==> src/include/vss_pkg.sv <==
// Shared types and constants for the video selector switch control
// Behaviour
// - Serial mode with the select pin low answers to a bus address whose lowest bit is 1.
// - Serial mode with the select pin high answers to a bus address whose lowest bit is 0.
// - Direct mode decodes select, data and clock pins as static inputs into switch patterns.
// - The serial slave copes with bus clock rates up to 100 kHz, and the bench master runs far above it.
// - The device pulls the data line low in the acknowledge slot of a byte addressed to it.
// - Data bits 0 to 4 turn pair 0, pair 1, pair 2, set 1 and set 2 on when 1 and off when 0.
// - Only writes are accepted, so the address matches only with the read/write bit at 0.
// - Every complete data byte after a good address updates the switches until STOP or START.
// - After power-up serial mode has every switch off, and direct mode follows the pins four system clocks later.
package vss_pkg;
   localparam int CLK_MHZ = 125;
   localparam int SCL_MAX_KHZ = 100;
   // Shortest legal bus clock period in system clocks
   localparam int SCL_MIN_PERIOD_CYC = (CLK_MHZ * 1000) / SCL_MAX_KHZ;
   localparam int BYTE_BITS = 8;
   localparam logic [3:0] BIT_CNT_RST = 4'h0;
   localparam logic [3:0] BIT_CNT_FULL = 4'h8;
   localparam logic [7:0] SHREG_RST = 8'h00;
   localparam logic [1:0] ADDR_FIXED_BIT = 2'h0;

   typedef struct packed {
      logic set2;
      logic set1;
      logic pair2;
      logic pair1;
      logic pair0;
   } vss_switch_t;

   localparam vss_switch_t SW_OFF = 5'h00;

   typedef struct packed {
      logic mode;
      logic sel;
      logic sda;
      logic scl;
   } vss_pins_t;

   typedef struct packed {
      vss_pins_t lvl;
      logic scl_rise;
      logic scl_fall;
      logic sda_rise;
      logic sda_fall;
   } vss_sampled_t;

   // Gray along idle -> addr -> ack -> data
   typedef enum logic [2:0] {
      ST_IDLE = 3'h0,
      ST_ADDR = 3'h1,
      ST_ACK = 3'h3,
      ST_DATA = 3'h2,
      ST_IGNORE = 3'h6
   } vss_state_t;

   // Direct-mode truth table
   function automatic vss_switch_t vss_decode(input logic sel, input logic sda, input logic scl);
      vss_switch_t s;
      s = SW_OFF;
      case ({sel, sda, scl})
         3'h1: s.pair0 = 1'b1;
         3'h2: s.pair1 = 1'b1;
         3'h3: s.pair2 = 1'b1;
         3'h4: s.set1 = 1'b1;
         3'h5: s.set2 = 1'b1;
         3'h6: begin
            s.set1 = 1'b1;
            s.pair1 = 1'b1;
         end
         3'h7: begin
            s.set2 = 1'b1;
            s.pair2 = 1'b1;
         end
         default: s = SW_OFF;
      endcase
      return s;
   endfunction
endpackage

==> src/rtl/vss_sync.sv <==
// Pin synchroniser with edge detection for the bus lines
`timescale 1ns/1ns
`default_nettype none
module vss_sync (
   input wire logic sys_clk,
   input wire logic rstn,
   input wire vss_pkg::vss_pins_t pins,
   output vss_pkg::vss_sampled_t smp
);
   import vss_pkg::*;

   typedef struct packed {
      vss_pins_t s1;
      vss_pins_t s2;
      vss_pins_t s3;
      vss_sampled_t out;
   } vss_sync_st_t;

   vss_sync_st_t q, d;

   // Edges come from stages two and three, never from the first stage
   always_comb begin
      d = q;
      d.s1 = pins;
      d.s2 = q.s1;
      d.s3 = q.s2;
      d.out.lvl = q.s2;
      d.out.scl_rise = q.s2.scl & ~q.s3.scl;
      d.out.scl_fall = ~q.s2.scl & q.s3.scl;
      d.out.sda_rise = q.s2.sda & ~q.s3.sda;
      d.out.sda_fall = ~q.s2.sda & q.s3.sda;
   end

   // Bus lines reset high so no false edge follows reset; mode resets to serial
   // so a stale direct pattern never reaches the switches while the stages refill
   always_ff @(posedge sys_clk) begin
      if (!rstn) begin
         q <= {4'h7, 4'h7, 4'h7, 4'h7, 4'h0};
      end else begin
         q <= d;
      end
   end

   assign smp = q.out;
endmodule
`default_nettype wire

==> src/rtl/vss_top.sv <==
// Switch control for the component video selector: two-wire slave and direct decode
`timescale 1ns/1ns
`default_nettype none
module vss_top #(
   parameter logic [4:0] ADDR_HI = 5'h00 // Upper address bits, arbitrary value
) (
   input wire logic sys_clk,
   input wire logic rstn,
   input wire logic serial_mode_low,
   input wire logic group_or_address_select,
   input wire logic sda_i,
   input wire logic scl_i,
   output logic sda_o,
   output logic sda_oe,
   output vss_pkg::vss_switch_t sw
);
   import vss_pkg::*;

   // Slow bus is heavily oversampled, so 100 kHz leaves wide margin
   if (SCL_MIN_PERIOD_CYC < 8) begin : g_rate_chk
      $error("System clock too slow for the serial bus");
   end

   typedef struct packed {
      vss_state_t st;
      logic [3:0] cnt;
      logic [7:0] shreg;
      vss_switch_t sw;
      logic oe;
      logic sdo;
   } vss_top_st_t;

   vss_sampled_t smp;
   vss_pins_t raw;
   vss_top_st_t q, d;
   logic start_c;
   logic stop_c;
   logic byte_done;
   logic addr_ok;

   assign raw = '{mode: serial_mode_low, sel: group_or_address_select, sda: sda_i, scl: scl_i};

   vss_sync u_sync (
      .sys_clk(sys_clk),
      .rstn(rstn),
      .pins(raw),
      .smp(smp)
   );

   // Bus conditions and address compare
   always_comb begin
      start_c = smp.sda_fall & smp.lvl.scl;
      stop_c = smp.sda_rise & smp.lvl.scl;
      byte_done = smp.scl_fall && (q.cnt == BIT_CNT_FULL);
      // Low address bit is the inverse of select; write only
      addr_ok = (q.shreg[7:1] == {ADDR_HI, ADDR_FIXED_BIT[0], ~smp.lvl.sel})
         && !q.shreg[0];
   end

   // Protocol and switch state
   always_comb begin
      d = q;
      d.sdo = 1'b0;
      if (smp.lvl.mode) begin
         // Direct mode: pins decoded every cycle, slave kept idle
         d.sw = vss_decode(smp.lvl.sel, smp.lvl.sda, smp.lvl.scl);
         d.st = ST_IDLE;
         d.oe = 1'b0;
         d.cnt = BIT_CNT_RST;
      end else if (start_c) begin
         d.st = ST_ADDR;
         d.cnt = BIT_CNT_RST;
         d.oe = 1'b0;
      end else if (stop_c) begin
         d.st = ST_IDLE;
         d.oe = 1'b0;
      end else begin
         case (q.st)
            ST_ADDR, ST_DATA: begin
               if (smp.scl_rise && q.cnt != BIT_CNT_FULL) begin
                  // MSB first
                  d.shreg = {q.shreg[6:0], smp.lvl.sda};
                  d.cnt = q.cnt + 4'h1;
               end else if (byte_done) begin
                  d.cnt = BIT_CNT_RST;
                  if (q.st == ST_DATA) begin
                     d.sw = q.shreg[4:0];
                     d.st = ST_ACK;
                     d.oe = 1'b1;
                  end else if (addr_ok) begin
                     d.st = ST_ACK;
                     d.oe = 1'b1;
                  end else begin
                     d.st = ST_IGNORE;
                  end
               end
            end
            ST_ACK: begin
               // Release after the ninth clock so the master owns the line again
               if (smp.scl_fall) begin
                  d.oe = 1'b0;
                  d.st = ST_DATA;
               end
            end
            ST_IGNORE: d.st = ST_IGNORE;
            ST_IDLE: d.st = ST_IDLE;
            default: d.st = ST_IDLE;
         endcase
      end
   end

   // Power-up leaves every switch off
   always_ff @(posedge sys_clk) begin
      if (!rstn) begin
         q <= '{st: ST_IDLE, cnt: BIT_CNT_RST, shreg: SHREG_RST, sw: SW_OFF,
                oe: 1'b0, sdo: 1'b0};
      end else begin
         q <= d;
      end
   end

   assign sw = q.sw;
   assign sda_oe = q.oe;
   assign sda_o = q.sdo;
endmodule
`default_nettype wire

==> config.mk <==
export PLATFORM = sky130hd
export DESIGN_NAME = vss_top
export DESIGN_NICKNAME = d
export VERILOG_FILES = /design/src/include/vss_pkg.sv /design/src/rtl/vss_sync.sv /design/src/rtl/vss_top.sv
export SDC_FILE = /design/constraint.sdc
export NUM_CORES = 1
export LEC_CHECK = 0
export ABC_AREA = 1
export BUFFER_PORTS_ARGS = -buffer_cell sky130_fd_sc_hd__buf_2
export CAP_MARGIN = 20
export CORE_UTILIZATION = 40
export CTS_CLUSTER_DIAMETER = 80
export DETAILED_ROUTE_END_ITERATION = 8
export GPL_ROUTABILITY_DRIVEN = 0
export HOLD_SLACK_MARGIN = 0.08
export PLACE_DENSITY = 0.63
export REMOVE_ABC_BUFFERS = 1
export SLEW_MARGIN = 20
export SYNTH_ARGS = -nofsm -noshare
export SYNTH_HDL_FRONTEND = slang
export SYNTH_SLANG_ARGS = --single-unit
==> constraint.sdc <==
create_clock -name sys_clk -period 3.35 [get_ports sys_clk]
set_input_delay 0 -clock sys_clk [delete_from_list [all_inputs] [get_ports sys_clk]]
set_output_delay 0 -clock sys_clk [all_outputs]
set_load 0.005 [all_outputs]
==> impl_metrics.ini <==
[cts]
clock-root-buffer = clkbuf_8
cts_tree = yes
cts.path.max_buffers = 2
cts_made_buffers = 5
worst_skew_pair.late_latency_ns = 0.28
ctsResizeCount = 0
clk_transition_reported_paths_ns = 0.07
clock-sinks = 37
htreeDepth = 2

[grt]
grt_overflow = 0
grt_pass1_vias = 1137
antenna_found_initial = 0
grt_max_degree = 19
grt_pass1_wl_um = 4640
grtUsageTotal = 0.142

[yosys]
netlist_area_sq_mm = 0.00165
synth-seq-area-share = 0.448
synth_compound_area_frac = 0.129
yosys_warnings = 0
synthDistinctLibCells = 29
yosys.area.top_type_share = 0.448
synth-simple-area-share = 0.291
synth_fa_ha_area_frac = 0.0151
synth.avg_cell_area_sq_um = 7.84
synth_cells = 211
synth_mux_area_frac = 0
synth_xor_area_frac = 0
synthFlopType = dfxtp_1
synth_edf_count = 0
async_reset_ff_frac = 0
synthTopCellsByArea = dfxtp_1 45%, nand2_1 7.3%, inv_1 6.6%
synth_top_cell_by_area = dfxtp_1
synth_top_family_by_area = simple AND/OR/NAND/NOR gates
ys_seq_elements = 37

[die]
coreArea_sq_mm = 0.00397
die_w_um = 66.3
io_pins = 13
rows = 23
die-area_sq_mm = 0.00440
die_h_um = 66.3
initial_core_util = 0.417

[placement]
post-dp-hpwl_um = 1990
place_area_sq_mm = 0.00171
io_buffers = 11

[worst_setup_path]
cp_top_family = flip-flops
crit_type = reg2reg
critPathMaxFanout = 14
slowest_stage = dfxtp_1
crit_buf_inv = 2
worstSetupStartpointType = register
cp.arrival_ns = 1.65
critPathRequiredTime_ns = 3.52
critPathMaxStageDelay_ns = 0.37
cpMostUsedCell = inv_1
end_kind = register
path_cells = inv_1, ha_1, nand3_1, nand2_1, inv_1, nand3_4, o21ai_0, a21oi_1

[final_layout]
drive_gt1_frac = 0.219
final_common_cell = dfxtp_1
area_growth_pct = 10.7
final_cell_mix = 37 x dfxtp_1, 32 x nand2_1, 29 x inv_1
nFillCells = 402
finalInstanceArea_sq_mm = 0.00183
nets = 233
diodes = 0
fin_util = 0.461

[timing]
tns_ns = 0
max_freq_mhz = 675
holdWs_ns = 0.414
drv_slew = 0
hold_violations = 0
finalClockSkew_ns = 0.00230
period_share = 0.442
post-route-min-period_ns = 1.48
rsz0062_at_grt = false
setup_viol = 0

[pwr]
pwr-share-clk = 0.287
power_density_mw_per_mm2 = 526
vdd_drop_max_uv = 342
p_int_mw = 0.675
switching_share = 0.299
power_frac_seq = 0.506
leakage_nw = 0.845
comb_power_share = 0.207
switchingPower_mw = 0.288

[run]
maxCapViolations = 0

[detailed_routing]
wl_per_cell_um = 9.99
routed_via_density = 4.72
drt_pre_antenna_iters = 4
dr_total_vias = 1293
ant_nets = 0
drt_iter0_drc = 61
drc = 0
drt-total-wl_um = 2740

[run_status]
outcome = complete, no violations

[worst_hold_path]
hold_class = reg2reg
[worst paths after layout]
kind,from,endpoint,slack (ns),cells after the start
max,q[15]$_SDFFE_PP0P_,q[10]$_SDFFE_PN0P_,1.87,8
min reg2reg,u_sync.d[12]$_SDFF_PN1_,u_sync.d[4]$_SDFF_PN1_,0.41,1
max reg2reg,q[15]$_SDFFE_PP0P_,q[10]$_SDFFE_PN0P_,1.87,8
min,u_sync.d[12]$_SDFF_PN1_,u_sync.d[4]$_SDFF_PN1_,0.41,1
[timing repair]
action / 4_1_cts / 5_1_grt
endpoints found under the hold margin: 6 / 0
endpoints found under the setup margin: 0 / 0
buffers inserted: 0 / 0
hold buffers: 5 / 0
[state kept, by name (all words and copies together) (netlist names)]
| register | count |
|---|---|
| u_sync.d | 8 |
| sw | 5 |
| sda_oe | 1 |
| u_sync.q | 2 |
| q | 15 |
| u_sync.smp | 6 |
[cells by family after synthesis]
| logic type | after synthesis |
|---|---|
| compound gates | 36 |
| fa+ha+maj | 2 |
| buf+inv | 42 |
| flops | 37 |
| other cells | 1 |
| simple gates | 93 |
[power by group through the flow]
| stage | combinational, mW | clock [mW] | sequential [mW] |
|---|---|---|---|
| CTS | 0.199 | 0.285 | 0.487 |
| floorplan | 0.155 | 0 | 0.494 |
| detailed placement | 0.194 | 0 | 0.497 |
| global placement | 0.192 | 0 | 0.497 |
| finish | 0.200 | 0.276 | 0.487 |
| global route | 0.225 | 0.295 | 0.491 |
[worst register-to-register path: stages (launching register included)]
cell and delay [ns]:
dfxtp_1 0.37, inv_1 0.07, ha_1 0.21, nand3_1 0.09, nand2_1 0.06, inv_1 0.11, nand3_4 0.17, o21ai_0 0.24
a21oi_1 0.06
[metal layers]
metal  up-vias  global-route usage  part of all wire
li1        687                   -                 -
met1       583               0.169              0.49
met2        16               0.231              0.46
met3         7              0.0466             0.031
met4         0              0.0638             0.019
met5         -                   0                 0
[final cells by class]
class | count | area [sq um] | area share
clock inverter | 1 | 5.00 | 0.00273
inverter | 33 | 124 | 0.0677
timing repair buffer | 16 | 105 | 0.0574
multi-input combinational | 132 | 724 | 0.396
tap | 50 | 62.6 | 0.0342
clock buffer | 5 | 68.8 | 0.0376
sequential | 37 | 741 | 0.405
[synthesized netlist by cell type, types with 4 or more instances]
library cell   n
inv_1         29
nand3_1       15
dfxtp_1       37
nand2_1       32
o21ai_0       12
nor2_1        17
inv_2          4
or2_2          7
buf_4          6
nor3_1         5
nand2_2        7
a21oi_1       15
[through the flow]
step           cells  power [mW]  setup slack [ns]
2_1_floorplan    202       0.650              2.03
3_3_place_gp     263       0.690              1.93
3_5_place_dp     263       0.691              1.88
4_1_cts          274       0.971              1.86
5_1_grt          274        1.01              1.71
6_report         274       0.963              1.87
No activity file was read; power rests on OpenSTA's default activity.
